==> src/logic/ofd_defs.svh <==
// Constants for the operand field decoder
`ifndef OFD_DEFS_SVH
`define OFD_DEFS_SVH
`define OFD_INSN_W 14
`define OFD_DATA_W 8
`define OFD_FADDR_W 7
`define OFD_FADDR_LSB 0
`define OFD_DEST_POS 7
`define OFD_BIT_LSB 7
`define OFD_BIT_W 3
`define OFD_LIT_W 8
`define OFD_PORT_A_ADDR 7'h05
`define OFD_OSC_PER_CYCLE 4
`define OFD_ACC_RESET 8'h00
`define OFD_OP_BYTE 2'h0
`define OFD_OP_BIT 2'h1
`define OFD_OP_LIT 2'h3
`define OFD_CLASS_LSB 12
`define OFD_CLASS_W 2
`define OFD_LIT_LSB 0
`define OFD_BOP_LSB 8
`define OFD_BOP_W 4
`define OFD_BITOP_LSB 10
`define OFD_BITOP_W 2
`define OFD_BOP_CLR 4'h1
`define OFD_BOP_AND 4'h5
`define OFD_BOP_ADD 4'h7
`define OFD_BOP_INC 4'hA
`define OFD_BITOP_CLR 2'h0
`define OFD_BITOP_SET 2'h1
`define OFD_BIT_ONE 8'h01
`endif

==> src/logic/ofd_pkg.sv <==
// Types for the operand field decoder
`include "ofd_defs.svh"
package ofd_pkg;
	typedef enum logic [2:0] {
		OFD_ALU_PASS, OFD_ALU_CLR, OFD_ALU_BCLR, OFD_ALU_BSET,
		OFD_ALU_ADD, OFD_ALU_AND, OFD_ALU_INC, OFD_ALU_LIT
	} ofd_alu_t;
	typedef struct packed {
		logic [`OFD_FADDR_W-1:0] addr;
		logic [`OFD_DATA_W-1:0] data;
		logic we;
		logic re;
	} ofd_file_req_t;
endpackage

==> src/logic/ofd_decode.sv <==
// Operand field decode and read-modify-write sequencer
//
// Overview of operation
// - File instructions read, modify, then store the result to chosen place; bit codes other than clear and set store nothing.
// - The named file register is read even for write-only instructions.
// - Clearing port A data reads it, zeroes it, writes back; read clears flag.
// - Seven-bit file address selects registers 0x00 through 0x7F.
// - Three-bit bit field picks one bit of the 8-bit file register.
// - Destination bit zero stores to accumulator, one to file register.
// - Don't-care instruction bits never affect execution.
// - Instructions are 14-bit words of opcode and operand fields.
// - Cycle is four clocks; taken branches add a no-op second cycle.
`timescale 1ns/1ps
module ofd_decode
	import ofd_pkg::*;
(
	input wire logic clk,
	input wire logic resetn,
	input wire logic clk_en,
	input wire logic insn_valid,
	input wire logic [`OFD_INSN_W-1:0] insn,
	input wire logic branch_taken,
	input wire logic [`OFD_DATA_W-1:0] file_rdata,
	output ofd_file_req_t file_req,
	output logic [`OFD_DATA_W-1:0] acc,
	output logic port_a_read,
	output logic insn_ready,
	output logic cycle_nop
);
	typedef enum logic [1:0] {OFD_Q_FETCH, OFD_Q_READ, OFD_Q_MOD, OFD_Q_STORE}
		ofd_q_t;
	ofd_q_t q_reg, q_next;
	logic [`OFD_INSN_W-1:0] ir_reg;
	logic [`OFD_DATA_W-1:0] res_reg;
	logic [`OFD_DATA_W-1:0] acc_reg;
	logic nop_reg;
	logic nop_pend_reg;
	ofd_file_req_t req_reg, req_next;
	logic pa_rd_reg;

	// Field decode
	wire [`OFD_CLASS_W-1:0] op_class;
	wire [`OFD_FADDR_W-1:0] f_addr;
	wire dest_file;
	wire [`OFD_BIT_W-1:0] bit_sel;
	wire [`OFD_LIT_W-1:0] lit;
	wire [`OFD_BOP_W-1:0] byte_op;
	wire [`OFD_BITOP_W-1:0] bit_op;
	assign op_class = ir_reg[`OFD_CLASS_LSB +: `OFD_CLASS_W];
	assign f_addr = ir_reg[`OFD_FADDR_LSB +: `OFD_FADDR_W];
	assign dest_file = ir_reg[`OFD_DEST_POS];
	assign bit_sel = ir_reg[`OFD_BIT_LSB +: `OFD_BIT_W];
	assign lit = ir_reg[`OFD_LIT_LSB +: `OFD_LIT_W];
	assign byte_op = ir_reg[`OFD_BOP_LSB +: `OFD_BOP_W];
	assign bit_op = ir_reg[`OFD_BITOP_LSB +: `OFD_BITOP_W];

	// Instruction class
	wire is_byte;
	wire is_bit;
	wire is_file;
	assign is_byte = op_class == `OFD_OP_BYTE;
	assign is_bit = op_class == `OFD_OP_BIT;
	assign is_file = is_byte || is_bit;

	// One-hot mask of the selected bit
	wire [`OFD_DATA_W-1:0] bit_mask;
	assign bit_mask = `OFD_BIT_ONE << bit_sel;

	// Operation selects; unused codes and bits fall through to a move
	wire sel_bclr;
	wire sel_bset;
	wire sel_clr;
	wire sel_and;
	wire sel_add;
	wire sel_inc;
	assign sel_bclr = is_bit && bit_op == `OFD_BITOP_CLR;
	assign sel_bset = is_bit && bit_op == `OFD_BITOP_SET;
	assign sel_clr = is_byte && byte_op == `OFD_BOP_CLR;
	assign sel_and = is_byte && byte_op == `OFD_BOP_AND;
	assign sel_add = is_byte && byte_op == `OFD_BOP_ADD;
	assign sel_inc = is_byte && byte_op == `OFD_BOP_INC;

	ofd_alu_t alu;
	assign alu = sel_bclr ? OFD_ALU_BCLR :
		sel_bset ? OFD_ALU_BSET :
		!is_file ? OFD_ALU_LIT :
		sel_clr ? OFD_ALU_CLR :
		sel_and ? OFD_ALU_AND :
		sel_add ? OFD_ALU_ADD :
		sel_inc ? OFD_ALU_INC : OFD_ALU_PASS;

	// Operand is the file word shown while the read strobe stands
	wire [`OFD_DATA_W-1:0] opnd;
	assign opnd = file_rdata;

	logic [`OFD_DATA_W-1:0] alu_out;
	always_comb begin
		case (alu)
			OFD_ALU_CLR: alu_out = 8'h00;
			OFD_ALU_BCLR: alu_out = opnd & ~bit_mask;
			OFD_ALU_BSET: alu_out = opnd | bit_mask;
			OFD_ALU_ADD: alu_out = opnd + acc_reg;
			OFD_ALU_AND: alu_out = opnd & acc_reg;
			OFD_ALU_INC: alu_out = opnd + `OFD_BIT_ONE;
			OFD_ALU_LIT: alu_out = lit;
			default: alu_out = opnd;
		endcase
	end

	// Bit clear and set store to file, other bit codes store nothing; byte ops follow destination bit
	wire store_file = is_bit || (is_byte && dest_file);
	wire wr_bit = is_bit && bit_op[1] == 1'b0;
	wire do_file_wr = is_byte ? dest_file : wr_bit;

	always_comb begin
		q_next = q_reg;
		req_next = '0;
		case (q_reg)
			OFD_Q_FETCH: q_next = OFD_Q_READ;
			OFD_Q_READ: begin
				q_next = OFD_Q_MOD;
				req_next.re = is_file;
				req_next.addr = f_addr;
			end
			OFD_Q_MOD: q_next = OFD_Q_STORE;
			OFD_Q_STORE: begin
				q_next = OFD_Q_FETCH;
				req_next.we = is_file && store_file && do_file_wr;
				req_next.addr = f_addr;
				req_next.data = res_reg;
			end
			default: q_next = OFD_Q_FETCH;
		endcase
	end

	wire q_fetch = q_reg == OFD_Q_FETCH;
	wire take_insn = q_fetch && insn_valid && !nop_pend_reg;
	wire acc_wr = q_reg == OFD_Q_STORE && !nop_reg &&
		(!is_file || (is_byte && !dest_file));
	wire pa_hit = q_reg == OFD_Q_READ && is_file && !nop_reg &&
		f_addr == `OFD_PORT_A_ADDR;

	// Four-clock instruction cycle
	always_ff @(posedge clk or negedge resetn) begin
		if (!resetn) begin
			q_reg <= OFD_Q_FETCH;
		end else if (clk_en) begin
			q_reg <= q_next;
		end
	end

	// Instruction register loads only in the fetch phase
	always_ff @(posedge clk or negedge resetn) begin
		if (!resetn) begin
			ir_reg <= '0;
			nop_reg <= 1'b1;
		end else if (clk_en && q_fetch) begin
			ir_reg <= take_insn ? insn : '0;
			nop_reg <= !take_insn;
		end
	end

	// A taken branch turns the following cycle into a no-op
	wire branch_hit;
	assign branch_hit = q_reg == OFD_Q_STORE && branch_taken && !nop_reg;
	always_ff @(posedge clk or negedge resetn) begin
		if (!resetn) begin
			nop_pend_reg <= 1'b0;
		end else if (clk_en) begin
			if (branch_hit)
				nop_pend_reg <= 1'b1;
			else if (q_fetch)
				nop_pend_reg <= 1'b0;
		end
	end

	// File strobes and the port A read pulse
	always_ff @(posedge clk or negedge resetn) begin
		if (!resetn) begin
			req_reg <= '0;
			pa_rd_reg <= 1'b0;
		end else if (clk_en) begin
			req_reg <= nop_reg ? '0 : req_next;
			pa_rd_reg <= pa_hit;
		end
	end

	// Result is formed at the end of the modify phase
	always_ff @(posedge clk or negedge resetn) begin
		if (!resetn) begin
			res_reg <= '0;
		end else if (clk_en && q_reg == OFD_Q_MOD) begin
			res_reg <= alu_out;
		end
	end

	// Accumulator, written only in the store phase
	always_ff @(posedge clk or negedge resetn) begin
		if (!resetn) begin
			acc_reg <= `OFD_ACC_RESET;
		end else if (clk_en && acc_wr) begin
			acc_reg <= res_reg;
		end
	end

	// Fetch-phase marker; reset leaves the cycle in fetch
	always_ff @(posedge clk or negedge resetn) begin
		if (!resetn) begin
			insn_ready <= 1'b1;
			cycle_nop <= 1'b1;
		end else if (clk_en) begin
			insn_ready <= q_next == OFD_Q_FETCH;
			cycle_nop <= nop_reg;
		end
	end

	assign file_req = req_reg;
	assign acc = acc_reg;
	assign port_a_read = pa_rd_reg;
endmodule

==> config.mk <==
export PLATFORM = sky130hd
export DESIGN_NAME = ofd_decode
export DESIGN_NICKNAME = d
export VERILOG_FILES = /design/src/logic/ofd_pkg.sv /design/src/logic/ofd_decode.sv
export VERILOG_INCLUDE_DIRS = /design/src /design/src/logic
export SDC_FILE = /design/constraint.sdc
export NUM_CORES = 1
export LEC_CHECK = 0
export BUFFER_PORTS_ARGS = -buffer_cell sky130_fd_sc_hd__buf_2
export CAP_MARGIN = 20
export CORE_UTILIZATION = 46
export CTS_CLUSTER_SIZE = 14
export DETAILED_ROUTE_END_ITERATION = 8
export PLACE_DENSITY = 0.73
export SYNTH_ARGS = -nofsm -noshare
export SYNTH_HDL_FRONTEND = slang
export SYNTH_SLANG_ARGS = --single-unit
==> constraint.sdc <==
create_clock -name clk -period 2.7 [get_ports clk]
set_input_delay 0.54 -clock clk [delete_from_list [all_inputs] [get_ports clk]]
set_output_delay 0.54 -clock clk [all_outputs]
set_load 0.02 [all_outputs]
==> results.md <==
* Status: finished, final reports clean
* Max reg flops at 17
* Compound-gate portion of the synthesized area at 0.229
* Floorplan row count at 29
* CTS tree: yes
* Syn Nets at 357
* Pwr per Cell Area at 1090 nW/um^2
* Reg2reg start: ir_reg[8]$_DFFE_PN0P_
* Setup CP Type: flip-flop to flip-flop
* Synth Area in Simple Gates at 0.161
* Required @ worst endpoint at a little under 3 ns
* Worst Path Max Fanout at 7
* Final Non-Filler Cells at 448
* All-layer global routing usage at 0.234
* DRC Markers at 0
* Setup_tns at 0 ns
* Antenna viol nets, final at 0
* Final nets at around 410
* Critical path arrival at 2.74 ns
* Final period utilization at 0.941
* Longest Clk Path Bufs at 2
* Ports at between 50 and 60
* Reg-to-Reg End: res_reg[5]$_DFFE_PN0P_
* Async S/R FF share, synth at 1.00
* Startpoint types: flip-flop
* Dominant combinational cell family by area after synthesis: compound AO/OA/AOI/OAI gates
* Layout area overhead at 16.2%
* Pin count of the biggest net entering global routing at 24
* Final slew viol count at 0
* Post-Synth Adder-Cell Area at 0.0595
* Most used DFF post-synth: dfrtp_1
* Routability cong. at 0.896
* Synthesized flop and latch total at between 50 and 60
* Final setup vio count at 0
* Mapped Avg Cell Area at roughly 9.7 sq um
* Critical path startpoint: ir_reg[8]$_DFFE_PN0P_
* R2r setup slk at 0.16 ns
* CP max stage cell: dfrtp_1
* Seq/Total Area, Yosys at 0.441
* Share of layout cells above drive strength 1 at 0.264
* Slew @ Worst Pin at 0.565 ns
* Post-CTS setup buffer count at 0
* Placed insts at between 400 and 500
* Vias in the first global route at between 2,000 and 3,000
* Ant. Diodes at 0
* Fill cells at 589
* Crit. End Element: flip-flop
* Detail-routed net length per standard cell at 17.1 um
* VDD IR-drop max at 0.000560 V
* IO Port Bufs at 54
* Clock root buffer: clkbuf_8
* Multi-input logic area at 1580 sq um
* Post-synth EDFFs at 0
* CTS Buf Count at 5
* Crit-path cells: nand4bb_1 > or3_4 > and2_1 > ha_1 > a211oi_4 > o21bai_1 > a21oi_1 > mux2i_1 > a31oi_1
* Synthesized cell area at 3070 sq um
* Core area at 6390 sq um
* Die Wd at 83.7 um
* Die height at 83.7 um
* Latest clock arrival within the worst-skew pair at around 0.32 ns
* RSZ-0062 raised after global routing: false
* Reg clk slew, reported paths at roughly 0.10 ns
* Initial Util at 0.481
* Number of hold violations in the final report at 0
* H-tree levels at 2
* Pleak at 0.00164 uW
* Initial DRT Pass Iterations at 5
* Vias at 2,666
* Initial antenna violation count at 0
* DRT iter0 DRCs at 258
* Worst hold margin at 0.0770 ns
* Global-route wire length before repair at 12,900 um
* Via-to-Cell Ratio at 5.95
* Synth unique cells at between 50 and 60
* Syn. warnings at 0
* Syn Inst Count at 316
* Reg2reg path depth at 9
* Detailed placement HPWL at around 5700 um
* Mux cell area share after synthesis at 0.0468
* Clock sinks at 54
* Slowest stage delay, CP at 0.39 ns
* Max-Cap Viols at 0
* Hold Crit Class: input port to asynchronous set/reset pin
* Rel. slew slack at 0.624
* Period minus WS final at approximately 2.5 ns
* DRT Wirelength at 7670 um
* Xor/xnor share of the synthesized area at 0.00855
* Register Area at 1360 sq um
* Max Fclk at approximately 390 MHz
* Gr ovfl total at 0
* Overall Power at 3880 uW
* Worst clock skew at 0.00775 ns
* Die area at about 7000 sq um
==> worst max-delay path: cells and delay by family (launching register included) <==
family	cells	cell delay, ns
compound gates	4	0.68
fa+ha+maj	1	0.33
flops	1	0.39
mux	1	0.21
simple gates	3	0.81
==> cells in the mapped netlist, types with 3 or more instances <==
| master | instances | area, sq um |
|---|---|---|
| nor2_1 | 15 | 56.3 |
| nand3b_1 | 3 | 22.5 |
| o21ai_1 | 6 | 30.0 |
| o21ai_0 | 30 | 150 |
| nand3_1 | 4 | 20.0 |
| buf_2 | 9 | 45.0 |
| a21oi_1 | 13 | 65.1 |
| nor3b_1 | 8 | 60.1 |
| nand2_1 | 22 | 82.6 |
| inv_1 | 20 | 75.1 |
| a221o_1 | 3 | 30.0 |
| o21a_1 | 4 | 30.0 |
| dfstp_2 | 3 | 78.8 |
| dfrtp_1 | 51 | 1280 |
| a211oi_1 | 3 | 22.5 |
| clkbuf_1 | 7 | 26.3 |
| nand2b_1 | 4 | 25.0 |
| nor2b_1 | 6 | 37.5 |
| mux2_2 | 11 | 124 |
| a31oi_1 | 4 | 25.0 |
| ha_1 | 13 | 163 |
| o22ai_1 | 5 | 31.3 |
| and2_1 | 11 | 68.8 |
| nor3_1 | 4 | 20.0 |
| a22o_1 | 16 | 140 |
==> where the power goes <==
part           total [uW]  leakage [uW]  switching, uW  internal [uW]
combinational        1970      0.000900           1120            848
clock                 497     0.0000478            285            212
sequential           1420      0.000690            299           1120
==> kinds of logic (layout without fill, tap and decap cells) <==
kind of cell	count (synthesis)	after routing
XOR/XNOR	3	3
adder cells (fa/ha/maj)	14	14
flip-flops	54	54
buffers and inverters	39	94
AND/OR/NAND/NOR	88	88
multiplexers	13	13
AO/OA/AOI/OAI	105	105
==> per-stage QoR <==
step / setup WS [ns] / instance area [sq um] / utilization
floorplan: 0.0566 / 3070 / -
global placement: 0.109 / 3440 / 0.538
detailed placement: 0.0252 / 3440 / 0.538
CTS: 0.0826 / 3540 / 0.555
global route: 0.0238 / 3570 / 0.559
finish: 0.159 / 3570 / 0.559
==> cell usage in the layout (no fill, tap or decap), types with 2 or more instances in the layout <==
cell type / n
nor2_1: 15
o21bai_1: 2
inv_1: 20
a221oi_1: 2
nand3_1: 4
and3b_1: 2
dfrtp_1: 51
a21oi_1: 13
o21a_1: 4
buf_4: 12
clkbuf_8: 6
dfstp_2: 3
buf_2: 54
mux2i_1: 2
nand2b_1: 4
a21o_1: 2
o22ai_1: 5
a22o_1: 16
nand3b_1: 3
nor2b_1: 6
o21ai_0: 30
a31oi_1: 4
ha_1: 13
a221o_1: 3
o2bb2ai_1: 2
nor3_1: 4
xnor2_1: 2
o21ai_1: 6
nor3b_1: 8
nand2_1: 22
and2_1: 11
o311ai_1: 2
mux2_2: 11
==> worst max path at each step <==
stage,endpoint,slack (ns),cells past startpoint
2_1_floorplan,res_reg[7]$_DFFE_PN0P_,0.06,10
4_1_cts,res_reg[4]$_DFFE_PN0P_,0.08,9
6_report,res_reg[5]$_DFFE_PN0P_,0.16,9
5_1_grt,res_reg[5]$_DFFE_PN0P_,0.02,9
3_3_place_gp,res_reg[7]$_DFFE_PN0P_,0.11,9
3_5_place_dp,res_reg[7]$_DFFE_PN0P_,0.03,9
==> per-layer routing <==
| metal | wire length (um) | share of wire | track usage |
|---|---|---|---|
| met5 | 0 | 0 | 0 |
| met4 | 210 | 0.027 | 0.0894 |
| met3 | 411 | 0.054 | 0.0366 |
| met2 | 3580 | 0.47 | 0.372 |
| met1 | 3470 | 0.45 | 0.321 |
==> timing repair <==
| action | in CTS | in global routing |
|---|---|---|
| endpoints found under the setup margin | 1 | 4 |
| hold buffers | 0 | 0 |
| resized for setup | 1 | 5 |
| pin swaps | 0 | 1 |
==> final cells by class <==
class                           count  share of cell area
Clock buffer                        6              0.0231
Multi-Input combinational cell    223               0.444
Sequential cell                    54               0.380
Timing Repair Buffer               66               0.101
Tap cell                           77              0.0270
Inverter                           20              0.0210
Clock inverter                      2             0.00456
(Power assumes the default switching activity.)
